===== src/rtl/otpp_map.vh =====
`ifndef OTPP_MAP_VH
`define OTPP_MAP_VH

// Clock period in picoseconds (200 MHz)
`define OTPP_CLK_PS 5000
// Program pulse: nominal 50 us, window 47.5 to 52.5 us
`define OTPP_PULSE_NOM_NS 50000
`define OTPP_PULSE_MIN_NS 47500
`define OTPP_PULSE_MAX_NS 52500
`define OTPP_PULSE_CYC ((`OTPP_PULSE_NOM_NS * 1000) / `OTPP_CLK_PS)
// Cycles the state machine adds around every timer wait
`define OTPP_TIMER_OVH 2
// Verify data delay and float delay
`define OTPP_DATA_DLY_NS 150
`define OTPP_DATA_DLY_CYC \
	((`OTPP_DATA_DLY_NS * 1000 + `OTPP_CLK_PS - 1) / `OTPP_CLK_PS)
`define OTPP_FLOAT_DLY_NS 130
`define OTPP_FLOAT_DLY_CYC \
	((`OTPP_FLOAT_DLY_NS * 1000 + `OTPP_CLK_PS - 1) / `OTPP_CLK_PS)
// Setup and hold around pins, 2 us each
`define OTPP_SETUP_NS 2000
`define OTPP_SETUP_CYC ((`OTPP_SETUP_NS * 1000) / `OTPP_CLK_PS)
// Supply settling, 2 us
`define OTPP_SUPPLY_CYC ((`OTPP_SETUP_NS * 1000) / `OTPP_CLK_PS)
// Retry limit after first verify miss
`define OTPP_MAX_RETRY 4'hA
// Supply select codes
`define OTPP_VCC_NOM 1'b0
`define OTPP_VCC_PROG 1'b1
`define OTPP_VPP_NOM 1'b0
`define OTPP_VPP_PROG 1'b1
// Widths
`define OTPP_AW 15
`define OTPP_DW 16
// Result codes
`define OTPP_RES_NONE 2'h0
`define OTPP_RES_PASS 2'h1
`define OTPP_RES_FAIL 2'h2

`endif


===== src/rtl/otpp_timer.v =====
`timescale 1ns/10ps
module otpp_timer (
	input wire clk_i, // Clock
	input wire srst_i, // Sync reset
	input wire start_i, // Load count
	input wire [17:0] count_i, // Cycles to wait
	output reg done_o // High when idle/expired
);
	reg [17:0] cnt_r;

	always @(posedge clk_i) begin
		if (srst_i) begin
			cnt_r <= 18'h00000;
			done_o <= 1'b1;
		end else if (start_i) begin
			cnt_r <= count_i;
			done_o <= 1'b0;
		end else if (cnt_r > 18'h00001) begin
			cnt_r <= cnt_r - 18'h00001;
		end else begin
			cnt_r <= 18'h00000;
			done_o <= 1'b1;
		end
	end
endmodule


===== src/rtl/otpp_prog.v =====
`timescale 1ns/10ps
`include "otpp_map.vh"
module otpp_prog (
	input wire clk_i, // Clock
	input wire srst_i, // Sync reset, active high
	input wire prog_start_i, // Pulse: program whole range
	input wire id_start_i, // Pulse: read identification
	input wire [14:0] last_addr_i, // Highest address to program
	output reg [14:0] img_addr_o, // Image word address
	input wire [15:0] img_data_i, // Image word at img_addr_o
	output reg [14:0] addr_o, // Device address lines
	output reg chip_sel_n_o, // Device chip select
	output reg out_en_n_o, // Device output enable
	output reg program_strobe_n_o, // Device program strobe
	output reg id_high_voltage_line_o, // Raise ID line to 12 V
	output reg [15:0] data_o, // Data lines out
	output reg data_oe_o, // Data lines driven by us
	input wire [15:0] data_i, // Data lines in
	output reg vcc_prog_o, // Core supply 6.5 V when high
	output reg vpp_prog_o, // Prog supply 13.0 V when high
	output reg busy_o, // Sequence running
	output reg [1:0] result_o, // None, pass or fail
	output reg [15:0] maker_code_o, // Identification word 0
	output reg [15:0] device_code_o // Identification word 1
);
	localparam S_IDLE = 4'h0;
	localparam S_VCC_UP = 4'h1;
	localparam S_VPP_UP = 4'h2;
	localparam S_SETUP = 4'h3;
	localparam S_PULSE = 4'h4;
	localparam S_HOLD = 4'h5;
	localparam S_RD_OE = 4'h6;
	localparam S_RD_SMP = 4'h7;
	localparam S_RD_FLT = 4'h8;
	localparam S_VPP_DN = 4'h9;
	localparam S_VCC_DN = 4'hA;
	localparam S_DONE = 4'hB;

	localparam P_FIRST = 2'h0;
	localparam P_VERIFY = 2'h1;
	localparam P_FINAL = 2'h2;
	localparam P_ID = 2'h3;

	reg [3:0] st_r;
	reg [1:0] pass_r;
	reg [3:0] retry_r;
	reg fail_r;
	reg miss_r;
	reg tstart_r;
	reg [17:0] tcount_r;
	wire tdone;

	otpp_timer u_timer (
		.clk_i(clk_i),
		.srst_i(srst_i),
		.start_i(tstart_r),
		.count_i(tcount_r),
		.done_o(tdone)
	);

	function [17:0] cyc;
		input integer c;
		begin
			cyc = c[17:0];
		end
	endfunction

	wire at_last = (addr_o == last_addr_i);
	wire waiting = tstart_r | ~tdone;

	always @(posedge clk_i) begin
		tstart_r <= 1'b0;
		if (srst_i) begin
			st_r <= S_IDLE;
			pass_r <= P_FIRST;
			retry_r <= 4'h0;
			fail_r <= 1'b0;
			miss_r <= 1'b0;
			tcount_r <= 18'h00000;
			img_addr_o <= 15'h0000;
			addr_o <= 15'h0000;
			chip_sel_n_o <= 1'b1;
			out_en_n_o <= 1'b1;
			program_strobe_n_o <= 1'b1;
			id_high_voltage_line_o <= 1'b0;
			data_o <= 16'h0000;
			data_oe_o <= 1'b0;
			vcc_prog_o <= `OTPP_VCC_NOM;
			vpp_prog_o <= `OTPP_VPP_NOM;
			busy_o <= 1'b0;
			result_o <= `OTPP_RES_NONE;
			maker_code_o <= 16'h0000;
			device_code_o <= 16'h0000;
		end else if (!waiting) begin
			case (st_r)
			S_IDLE: begin
				if (prog_start_i) begin
					busy_o <= 1'b1;
					result_o <= `OTPP_RES_NONE;
					fail_r <= 1'b0;
					pass_r <= P_FIRST;
					addr_o <= 15'h0000;
					img_addr_o <= 15'h0000;
					vcc_prog_o <= `OTPP_VCC_PROG;
					tcount_r <= cyc(`OTPP_SUPPLY_CYC);
					tstart_r <= 1'b1;
					st_r <= S_VCC_UP;
				end else if (id_start_i) begin
					busy_o <= 1'b1;
					pass_r <= P_ID;
					// Other lines low, select line is bit 0
					addr_o <= 15'h0000;
					id_high_voltage_line_o <= 1'b1;
					tcount_r <= cyc(`OTPP_SETUP_CYC);
					tstart_r <= 1'b1;
					st_r <= S_SETUP;
				end
			end
			S_VCC_UP: begin
				// VPP only after VCC has settled
				vpp_prog_o <= `OTPP_VPP_PROG;
				tcount_r <= cyc(`OTPP_SUPPLY_CYC);
				tstart_r <= 1'b1;
				st_r <= S_VPP_UP;
			end
			S_VPP_UP: begin
				chip_sel_n_o <= 1'b0;
				tcount_r <= cyc(`OTPP_SETUP_CYC);
				tstart_r <= 1'b1;
				st_r <= S_SETUP;
			end
			S_SETUP: begin
				chip_sel_n_o <= 1'b0;
				if (pass_r == P_FIRST || (pass_r == P_VERIFY &&
					retry_r != 4'h0)) begin
					out_en_n_o <= 1'b1;
					data_o <= img_data_i;
					data_oe_o <= 1'b1;
					tcount_r <= cyc(`OTPP_SETUP_CYC);
					tstart_r <= 1'b1;
					st_r <= S_PULSE;
				end else begin
					out_en_n_o <= 1'b0;
					tcount_r <= cyc(`OTPP_DATA_DLY_CYC);
					tstart_r <= 1'b1;
					st_r <= S_RD_SMP;
				end
			end
			S_PULSE: begin
				// Data has had its setup time; now the pulse
				program_strobe_n_o <= 1'b0;
				// Timer overhead taken off so the pulse is exact
				tcount_r <= cyc(`OTPP_PULSE_CYC - `OTPP_TIMER_OVH);
				tstart_r <= 1'b1;
				st_r <= S_HOLD;
			end
			S_HOLD: begin
				if (!program_strobe_n_o) begin
					program_strobe_n_o <= 1'b1;
					tcount_r <= cyc(`OTPP_SETUP_CYC);
					tstart_r <= 1'b1;
				end else begin
					data_oe_o <= 1'b0;
					if (pass_r == P_FIRST) begin
						// No read-back in the first pass
						if (at_last) begin
							pass_r <= P_VERIFY;
							retry_r <= 4'h0;
							addr_o <= 15'h0000;
							img_addr_o <= 15'h0000;
						end else begin
							addr_o <= addr_o + 15'h0001;
							img_addr_o <= addr_o + 15'h0001;
						end
						tcount_r <= cyc(`OTPP_SETUP_CYC);
						tstart_r <= 1'b1;
						st_r <= S_SETUP;
					end else begin
						// Bus released in this cycle; read may start now
						out_en_n_o <= 1'b0;
						tcount_r <= cyc(`OTPP_DATA_DLY_CYC);
						tstart_r <= 1'b1;
						st_r <= S_RD_SMP;
					end
				end
			end
			S_RD_SMP: begin
				out_en_n_o <= 1'b1;
				// Kept: the bus floats once OE rises
				miss_r <= (data_i != img_data_i);
				if (pass_r == P_ID) begin
					if (addr_o[0]) begin
						device_code_o <= data_i;
					end else begin
						maker_code_o <= data_i;
					end
				end else if (data_i != img_data_i) begin
					if (pass_r == P_FINAL) begin
						fail_r <= 1'b1;
					end else if (retry_r == `OTPP_MAX_RETRY) begin
						fail_r <= 1'b1;
					end else begin
						retry_r <= retry_r + 4'h1;
					end
				end
				// Device may drive for 130 ns after OE rises
				tcount_r <= cyc(`OTPP_FLOAT_DLY_CYC);
				tstart_r <= 1'b1;
				st_r <= S_RD_FLT;
			end
			S_RD_FLT: begin
				tcount_r <= cyc(`OTPP_SETUP_CYC);
				tstart_r <= 1'b1;
				st_r <= S_SETUP;
				if (pass_r == P_ID) begin
					if (addr_o[0]) begin
						id_high_voltage_line_o <= 1'b0;
						chip_sel_n_o <= 1'b1;
						st_r <= S_DONE;
					end else begin
						addr_o <= 15'h0001;
					end
				end else if (pass_r == P_VERIFY && fail_r) begin
					st_r <= S_VPP_DN;
				end else if (pass_r == P_VERIFY &&
					retry_r != 4'h0 && miss_r) begin
					st_r <= S_SETUP;
				end else if (at_last) begin
					retry_r <= 4'h0;
					if (pass_r == P_VERIFY) begin
						st_r <= S_VPP_DN;
					end else begin
						chip_sel_n_o <= 1'b1;
						st_r <= S_DONE;
					end
				end else begin
					retry_r <= 4'h0;
					addr_o <= addr_o + 15'h0001;
					img_addr_o <= addr_o + 15'h0001;
				end
			end
			S_VPP_DN: begin
				chip_sel_n_o <= 1'b1;
				vpp_prog_o <= `OTPP_VPP_NOM;
				tcount_r <= cyc(`OTPP_SUPPLY_CYC);
				tstart_r <= 1'b1;
				st_r <= S_VCC_DN;
			end
			S_VCC_DN: begin
				vcc_prog_o <= `OTPP_VCC_NOM;
				tcount_r <= cyc(`OTPP_SUPPLY_CYC);
				tstart_r <= 1'b1;
				if (fail_r) begin
					st_r <= S_DONE;
				end else begin
					pass_r <= P_FINAL;
					addr_o <= 15'h0000;
					img_addr_o <= 15'h0000;
					chip_sel_n_o <= 1'b0;
					st_r <= S_SETUP;
				end
			end
			S_DONE: begin
				busy_o <= 1'b0;
				if (pass_r != P_ID) begin
					result_o <= fail_r ? `OTPP_RES_FAIL :
						`OTPP_RES_PASS;
				end
				st_r <= S_IDLE;
			end
			default: begin
				st_r <= S_IDLE;
			end
			endcase
		end
	end
endmodule


===== config.mk =====
export PLATFORM = sky130hd
export DESIGN_NAME = otpp_prog
export DESIGN_NICKNAME = d
export VERILOG_FILES = /design/src/rtl/otpp_timer.v /design/src/rtl/otpp_prog.v
export VERILOG_INCLUDE_DIRS = /design/src /design/src/rtl
export SDC_FILE = /design/constraint.sdc
export NUM_CORES = 1
export LEC_CHECK = 0
export BUFFER_PORTS_ARGS = -buffer_cell sky130_fd_sc_hd__buf_4
export CAP_MARGIN = 20
export CORE_ASPECT_RATIO = 0.8
export CORE_MARGIN = 3
export CORE_UTILIZATION = 55
export CTS_BUF_LIST = sky130_fd_sc_hd__clkbuf_8
export DETAILED_ROUTE_END_ITERATION = 10
export PLACE_DENSITY = 0.81
export SLEW_MARGIN = 10
export SYNTH_ARGS = -nofsm -noshare
export SYNTH_HDL_FRONTEND = slang
export SYNTH_SLANG_ARGS = --single-unit

===== constraint.sdc =====
create_clock -name clk_i -period 3.3 [get_ports clk_i]
set_input_delay 0.33 -clock clk_i [delete_from_list [all_inputs] [get_ports clk_i]]
set_output_delay 0.33 -clock clk_i [all_outputs]
set_load 0.02 [all_outputs]

==> metrics.txt, run 1 <==
CTS Hold Bufs 0; violated checks DRC; Iter 0 DRT Violations 532; share of flip-flops with an asynchronous set or reset 0; Area Overhead vs Synth 24.2%; Port Buffer Count 138; global-route wire length before repair 27,700 µm; layout cells sized above 1 0.259; clk slew on worst S/H paths 0.08 ns; initial core utilization 0.576; TritonCTS Buffers 17; max cap viols 0; GR Overflow Total 0; Critical Path Fanout Max 18; internal power 2.92 mW; Finish-stage setup viols 0; Worst-Margin Slew 0.828 ns; hold slack 0.150 ns; Hold WC Path Type primary input to register; critical path class register to register; switching share of power 0.381; post_cts resized 0; LEAKAGE 3.10 nW; Setup TNS 0 ns; Slew HR 0.442; Post-Syn Area 6040 µm²; H-tree Lvls 4; syn_area_per_cell 8.59 µm²; HPWL Detailed 12,100 µm; Synth cell types 79; DRC 1; crit path capture type register; die area 12,300 µm²; CTS Sinks 126; Main synth FF type dfxtp_1; Cells after Synth 703; Clock power frac 0.260; synth warn 0; Tcrit/Tclk final 0.828; Logic pwr share 0.331; Power Dens Cells 628 nW/µm²; RSZ-0062 raised after global routing false; DRT antenna net count 0; number of synthesized flops with an enable pin 0; Clock Skews 0.0206 ns; CP startpoint kind register; Seq/Total Area, Yosys 0.418; clk buf depth 2; Tmin final 2.73 ns; Yosys reg bits 126; final wirelength 16,900 µm; Die Y 99.7 µm; largest net degree at the start of global routing 73; Post-Syn Nets 760; CTS Root Cell clkbuf_8; detailed-route wire length per cell 17.2 µm; gp weighted congestion 0.912; Die Wd 123 µm; router iterations before antenna repair 8; Clock Latency Late Sink 0.44 ns; global-route usage over all layers 0.280; CP arrival 3.10 ns; Worst IR Drop VDD 0.000364 V; Antenna diodes 0; vias 5,697; Sw Pwr 1.79 mW; site row count 33; Critical Path RT 3.67 ns; Final Net Count 891; status finished, violations left; Max Clk Rate 366 MHz; initial antenna violation count 0; Slew Limit Fails 0; Core Area 10,500 µm²; final hold vios 0; vias in the first global route 5,604; Via density 5.78; Post-CTS Setup Repair Bufs 0; CTS tree done; Reg power frac 0.409; # IOs 139
[power by group through the flow]
stage	Combinational (mW)	Sequential, mW	Clock [mW]
5_1_grt	1.71	1.95	1.31
2_1_floorplan	1.12	1.89	0
4_1_cts	1.52	1.92	1.24
3_5_place_dp	1.51	1.95	0
3_3_place_gp	1.50	1.94	0
6_report	1.56	1.93	1.22
[metal layers]
layer / GRT usage / vias to the layer above / share of wire / wire [µm]
li1: - / 2719 / - / -
met1: 0.361 / 2674 / 0.42 / 7090
met2: 0.454 / 273 / 0.47 / 7900
met3: 0.0921 / 31 / 0.10 / 1710
met4: 0.0723 / 0 / 0.014 / 241
met5: 0 / - / 0 / 0
[synth_stat cells (4+ instances only)]
master | n | share of area
buf_2 | 5 | 0.0041
a31oi_1 | 4 | 0.0041
nor2_1 | 69 | 0.043
a21o_1 | 15 | 0.019
a21oi_1 | 54 | 0.045
a21o_2 | 12 | 0.017
and3_1 | 4 | 0.0041
nor3_1 | 14 | 0.012
xnor2_1 | 28 | 0.041
nor4_1 | 8 | 0.0083
nor2_4 | 7 | 0.013
o21ai_0 | 35 | 0.029
inv_1 | 11 | 0.0068
or4_1 | 5 | 0.0062
nand2_1 | 101 | 0.063
mux2i_1 | 17 | 0.028
nand2b_1 | 8 | 0.0083
nand3_1 | 19 | 0.016
ha_1 | 6 | 0.012
nand4_1 | 6 | 0.0062
o211ai_1 | 4 | 0.0050
xor2_1 | 28 | 0.041
a211oi_1 | 6 | 0.0075
dfxtp_1 | 126 | 0.42
nor2b_1 | 6 | 0.0062
a21boi_0 | 4 | 0.0050
clkbuf_1 | 27 | 0.017
[logic make-up after synthesis]
family,Yosys count,synth area share
AOI/OAI and AO/OA,175,0.194
xor gates and xnor gates,56,0.0813
adders and majority gates,6,0.0124
buffers and inverters,52,0.0429
DFF,126,0.418
muxes,17,0.0282
and+or+nand+nor,271,0.223
[flip-flops by register name, summed over array words and instances, names as in the netlist, 2 cells and up]
signal         cells
pass_r             2
device_code_o     16
u_timer.cnt_r     18
addr_o            15
data_o            16
result_o           2
retry_r            4
maker_code_o      16
st_r               4
tcount_r           6
img_addr_o        15
[worst paths after layout]
check                         startpoint                     end  cells after the start  slack, ns
hold / removal             img_data_i[2]  data_o[2]$_SDFFE_PP0P_                      3       0.15
setup / recovery    st_r[1]$_SDFFE_PP0P_  addr_o[6]$_SDFFE_PP0P_                      7       0.57
hold reg to reg   data_o[6]$_SDFFE_PP0P_  data_o[6]$_SDFFE_PP0P_                      2       0.46
setup reg to reg    st_r[1]$_SDFFE_PP0P_  addr_o[6]$_SDFFE_PP0P_                      7       0.57
[final cells by class]
cell class,instances,area [µm²]
well taps,140,175
flip-flops and latches,126,2520
clock buffers,19,262
inverters,12,45.0
multi-input cells,525,3250
clock inverters,12,96.3
repair buffers,152,1140
fillers,823,2990
[critical path: stages, from the launching register on]
cell and delay (ns):
dfxtp_1 0.73, and4bb_2 0.41, o21ai_0 0.26, o211ai_1 0.15
or4_1 0.55, buf_4 0.24, nor2_1 0.20, a21o_1 0.12
[placed cells by master (no fill, tap or decap), types with 3 or more instances in the layout]
| cell type | instances |
|---|---|
| nand2b_1 | 8 |
| o211ai_1 | 4 |
| dfxtp_1 | 126 |
| clkinvlp_4 | 4 |
| nor4_1 | 8 |
| or3_1 | 3 |
| nand2_1 | 101 |
| a22o_1 | 3 |
| a311oi_1 | 3 |
| ha_1 | 6 |
| buf_4 | 152 |
| o21ai_0 | 35 |
| a21o_2 | 12 |
| nor2_4 | 7 |
| a21o_1 | 15 |
| clkbuf_8 | 19 |
| a31oi_1 | 4 |
| a211oi_1 | 6 |
| or4_1 | 5 |
| a21boi_0 | 4 |
| inv_1 | 13 |
| nand4_1 | 6 |
| o2bb2ai_1 | 3 |
| clkinv_2 | 4 |
| nor2_1 | 69 |
| nand3_1 | 19 |
| xor2_1 | 28 |
| nor3_1 | 14 |
| and3_1 | 4 |
| a21oi_1 | 54 |
| nor2b_1 | 6 |
| xnor2_1 | 28 |
| mux2i_1 | 17 |
[stage by stage]
| stage | power [mW] | worst slack [ns] | util | cells | instance area (µm²) |
|---|---|---|---|---|---|
| after floorplan | 3.01 | 0.946 | - | 703 | 6040 |
| after global placement | 3.43 | 0.705 | 0.681 | 955 | 7140 |
| after detailed placement | 3.45 | 0.633 | 0.681 | 955 | 7140 |
| after CTS | 4.69 | 0.604 | 0.715 | 986 | 7500 |
| after global routing | 4.97 | 0.407 | 0.715 | 986 | 7500 |
| final | 4.71 | 0.567 | 0.715 | 986 | 7500 |
Note: power is estimated with default switching activity, not from simulation.
==> inputs of run 2 (changes only) <==
--- a/config.mk
+++ b/config.mk
@@ -10,10 +10,10 @@
 export CAP_MARGIN = 20
 export CORE_ASPECT_RATIO = 0.8
 export CORE_MARGIN = 3
-export CORE_UTILIZATION = 55
+export CORE_UTILIZATION = 51
 export CTS_BUF_LIST = sky130_fd_sc_hd__clkbuf_8
 export DETAILED_ROUTE_END_ITERATION = 10
-export PLACE_DENSITY = 0.81
+export PLACE_DENSITY = 0.79
 export SLEW_MARGIN = 10
 export SYNTH_ARGS = -nofsm -noshare
 export SYNTH_HDL_FRONTEND = slang
==> constraint.sdc (replaced) <==
create_clock -name clk_i -period 2.3 [get_ports clk_i]
set_input_delay 0.23 -clock clk_i [delete_from_list [all_inputs] [get_ports clk_i]]
set_output_delay 0.23 -clock clk_i [all_outputs]
set_load 0.02 [all_outputs]
==> run 2 against run 1 <==
The run now ends clean. Die area is 7.4% higher. Worst hold slack worse by 0.11 ns. Register-to-register slack worse by 0.55 ns. Via count is 4.6% higher. Count of clock-buffer cells in the layout is 1 lower. Sequential power is 38% higher. Clock skew is 0.0094 ns lower. Total power is 61% higher. Maximum frequency is 20% higher. Routed wire length is 9.1% higher. First-iteration DRC count is 12% higher.
==> metrics.txt, run 2 (synthesis results as in run 1) <==
vias 5,957; final wirelength 18,500 µm; Critical Path RT 2.69 ns; CP startpoint kind register; TritonCTS Buffers 17; CP arrival 2.67 ns; Core Area 11,200 µm²; Worst IR Drop VDD 0.000518 V; gp weighted congestion 0.967; hold endpoint data_o[3]$_SDFFE_PP0P_; Worst-Margin Slew 0.629 ns; Max Clk Rate 438 MHz; critical path class register to register; # IOs 139; Setup TNS 0 ns; LEAKAGE 3.43 nW; CTS Root Cell clkbuf_8; DRT antenna net count 0; vias in the first global route 5,851; die area 13,200 µm²; Final Net Count 942; Finish-stage setup viols 0; Post-CTS Setup Repair Bufs 0; global-route wire length before repair 29,300 µm; largest reg by FF count u_timer.cnt_r; Clock Latency Late Sink 0.44 ns; Area Overhead vs Synth 34.7%; clk slew on worst S/H paths 0.08 ns; Slew Limit Fails 0; largest net degree at the start of global routing 38; clk buf depth 2; worst hold stages 3; Hold WC Path Type primary input to register; RSZ-0062 raised after global routing true; H-tree Lvls 4; Critical R2R Capture addr_o[12]$_SDFFE_PP0P_; commonest cells after routing, fill and taps aside 198 x buf_4, 123 x dfxtp_1, 101 x nand2_1; Critical Path Source retry_r[0]$_SDFFE_PP0P_; Iter 0 DRT Violations 596; initial antenna violation count 0; max reg flops 18; HPWL Detailed 13,200 µm; Port Buffer Count 138; crit path capture type register; Reg-to-Reg Start retry_r[0]$_SDFFE_PP0P_; max cap viols 0; commonest non-fill, non-tap cell in the layout buf_4; global-route usage over all layers 0.278; CTS Sinks 126; Hold Crit Start img_data_i[3]; Clock Skews 0.0112 ns; Die Wd 128 µm; Critical Path Fanout Max 8; site row count 34; status complete, no violations; Power Dens Cells 934 nW/µm²; Via density 5.72; router iterations before antenna repair 5; layout cells sized above 1 0.323; CTS tree done; Reg2Reg Depth 9; Die Y 103 µm; FF-to-FF setup slack 0.02 ns; GR Overflow Total 0; CTS Hold Bufs 0; Fill cells 817; Slew HR 0.580; DRC 0; Tmin final 2.28 ns; detailed-route wire length per cell 17.7 µm; final hold vios 0; Tcrit/Tclk final 0.993; Antenna diodes 0; initial core utilization 0.539; post-layout util 0.727
-- run 2: cell count changes in the layout (fill, tap and decap cells not counted), sizes merged --
cell	before	now
clkinvlp	4	2
buf	152	202
clkinv	5	6
bufinv	1	4
-- run 2: critical path: stages, from the launching register on --
cell       delay (ns)
dfxtp_2          0.33
inv_2            0.08
ha_4             0.13
or3b_4           0.42
a211oi_4         0.23
o211ai_1         0.13
or4_4            0.48
clkbuf_16        0.21
nor2_4           0.11
a21o_2           0.10
-- run 2: how the worst max path moves through the flow --
stage,endpoint,cells past startpoint
finish,addr_o[12]$_SDFFE_PP0P_,9
global route,retry_r[1]$_SDFFE_PP0P_,8
CTS,pass_r[1]$_SDFFE_PP0P_,7
detailed placement,img_addr_o[1]$_SDFFE_PP0P_,5
global placement,img_addr_o[1]$_SDFFE_PP0P_,5
floorplan,addr_o[10]$_SDFFE_PP0P_,9
-- run 2: layout make-up --
type / instances / area [µm²] / share of cell area
clock inverters: 14 / 189 / 0.0232
flip-flops and latches: 126 / 2530 / 0.311
repair buffers: 203 / 1580 / 0.195
clock buffers: 18 / 248 / 0.0305
multi-input cells: 525 / 3360 / 0.413
inverters: 12 / 45.0 / 0.00554
well taps: 144 / 180 / 0.0222
-- run 2: repair_timing --
item                       4_1_cts  5_1_grt
resized for setup               12       17
setup endpoints to repair       30       40
gates cloned                     0        1
pin swaps                        0        9
-- run 2: through the flow --
step	instance area [µm²]	setup WS (ns)	power (mW)	hold WS, ns	std cells
floorplan	6040	0.0354	4.32	0.366	703
global placement	7560	-0.0541	5.26	0.437	1009
detailed placement	7560	-0.0972	5.35	0.447	1009
CTS	8040	0.000615	7.50	0.0264	1041
global route	8130	-0.0522	7.98	0.0183	1042
finish	8130	0.0159	7.59	0.0404	1042
-- run 2: routing by layer --
layer  track usage  vias up  part of all wire
met1         0.356     2841              0.42
met4        0.0881        0             0.017
met2         0.452      272              0.46
li1              -     2813                 -
met5             0        -                 0
met3        0.0903       31             0.099
-- run 2: report_power, final --
| group | internal, mW | switching (mW) |
|---|---|---|
| Combinational | 1.15 | 1.61 |
| Sequential | 2.44 | 0.232 |
| Clock | 1.21 | 0.951 |
==> inputs of run 3 (changes only) <==
--- a/config.mk
+++ b/config.mk
@@ -13,6 +13,7 @@
 export CORE_UTILIZATION = 51
 export CTS_BUF_LIST = sky130_fd_sc_hd__clkbuf_8
 export DETAILED_ROUTE_END_ITERATION = 10
+export GPL_TIMING_DRIVEN = 0
 export PLACE_DENSITY = 0.79
 export SLEW_MARGIN = 10
 export SYNTH_ARGS = -nofsm -noshare
==> constraint.sdc (replaced) <==
create_clock -name clk_i -period 1.9 [get_ports clk_i]
set_input_delay 0.19 -clock clk_i [delete_from_list [all_inputs] [get_ports clk_i]]
set_output_delay 0.19 -clock clk_i [all_outputs]
set_load 0.02 [all_outputs]
==> run 3 against run 2 <==
The flow now finishes with violations (setup timing). First-iteration DRC count shrank 18%. Sequential share of layout area is 2.9 points lower. Critical path depth unchanged.
==> metrics.txt, run 3 (synthesis results as in run 1) <==
status finished, violations left; violated checks setup timing; Tmin final 2.33 ns; Tcrit/Tclk final 1.23; CP startpoint kind register; largest reg by FF count u_timer.cnt_r; vias in the first global route 6,377; DRT antenna net count 0; vias 6,414; clk slew on worst S/H paths 0.08 ns; DRC 0; die area 13,200 µm²; Die Wd 128 µm; gp weighted congestion 0.932; Critical Path RT 2.29 ns; Worst-Margin Slew 0.793 ns; Final Net Count 997; GRT met1 Usage 0.348; Clock Latency Late Sink 0.44 ns; router iterations before antenna repair 7; total power 10.0 mW; Critical Path Fanout Max 10; met3 usage 0.0960; max cap viols 0; global-route wire length before repair 31,700 µm; Hold WC Path Type primary input to register; CTS Sinks 126; Via density 5.85; Clock Skews 0.0125 ns; # IOs 139; final setup margin -0.433 ns; Finish-stage setup viols 51; Iter 0 DRT Violations 486; LEAKAGE 3.82 nW; CP arrival 2.72 ns; busiest metal layer after global routing met2; CTS tree done; Port Buffer Count 138; detailed-route wire length per cell 18.9 µm; Antenna diodes 0; commonest non-fill, non-tap cell in the layout buf_4; site row count 34; Area Overhead vs Synth 52.4%; largest net degree at the start of global routing 17; GR Overflow Total 0; Slew HR 0.471; initial core utilization 0.539; Die Y 103 µm; Worst IR Drop VDD 0.000642 V; RSZ-0062 raised after global routing true; Hold Crit Start data_i[13]; global-route usage over all layers 0.301; commonest cells after routing, fill and taps aside 192 x buf_4, 103 x dfxtp_1, 94 x nand2_1; Reg-to-Reg Start st_r[0]$_SDFFE_PP0P_; Power Dens Cells 1090 nW/µm²; clk buf depth 2; Core Area 11,200 µm²; H-tree Lvls 4; HPWL Detailed 13,000 µm; Place WS -0.634 ns; final hold vios 0; Setup TNS -14.01 ns; Max Clk Rate 429 MHz; Slew Limit Fails 0; crit path capture type register; TritonCTS Buffers 17; critical path class register to register; Critical Path Source st_r[0]$_SDFFE_PP0P_; max reg flops 18; CTS Root Cell clkbuf_8; initial antenna violation count 0; met2 Resource Use GR 0.529; final wirelength 20,700 µm; layout cells sized above 1 0.428
[run 3: through the flow]
step	instances	instance area (µm²)	util	hold WS, ns
2_1_floorplan	703	6130	-	0.326
3_3_place_gp	985	7350	0.657	0.435
3_5_place_dp	985	7350	0.657	0.448
4_1_cts	1082	8780	0.785	0.0000604
5_1_grt	1097	9200	0.822	0.000962
6_report	1097	9200	0.822	0.0196
[run 3: cell type report]
cell class              count  area (µm²)
clock buffers              19         262
repair buffers            224        1840
flip-flops and latches    126        2590
well taps                 144         180
inverters                  12        57.6
multi-input cells         525        3790
plain buffers              34         315
clock inverters            13         161
fillers                   651        1990
[run 3: repair_timing]
action | 4_1_cts | 5_1_grt
hold buffers | 16 | 0
cloned | 3 | 1
buffers inserted | 50 | 19
setup endpoints to repair | 118 | 112
pin swaps | 28 | 36
endpoints found under the hold margin | 14 | 0
resized for setup | 113 | 83
[run 3: worst max-delay path, stage by stage, from the launching register on]
cell      delay [ns]
dfxtp_4         0.37
buf_6           0.15
nor2_1          0.26
a21boi_0        0.30
o22ai_1         0.16
or4_1           0.53
buf_6           0.17
buf_12          0.15
nor2_4          0.11
a21o_2          0.09
[run 3: report_power, final]
| group | internal (mW) | leakage [nW] | switching (mW) | total, mW |
|---|---|---|---|---|
| Sequential | 2.94 | 1.04 | 0.281 | 3.23 |
| Clock | 1.37 | 0.205 | 1.12 | 2.49 |
| Combinational | 1.92 | 2.58 | 2.37 | 4.30 |
| Total | 6.24 | 3.82 | 3.78 | 10.0 |
[run 3: final timing paths]
check	to	slack (ns)	cells after the start
hold reg to reg	u_timer.cnt_r[0]$_SDFF_PP0_	0.45	1
hold / removal	device_code_o[13]$_SDFFE_PP0P_	0.02	3
setup / recovery	img_addr_o[13]$_SDFFE_PP0P_	-0.43	9
setup reg to reg	img_addr_o[13]$_SDFFE_PP0P_	-0.43	9
[run 3: routing by layer]
metal  routed length [µm]  vias up
li1                     -     2941
met1                 7860     3057
met2                10100      350
met3                 2040       66
met4                  651        0
met5                    0        -
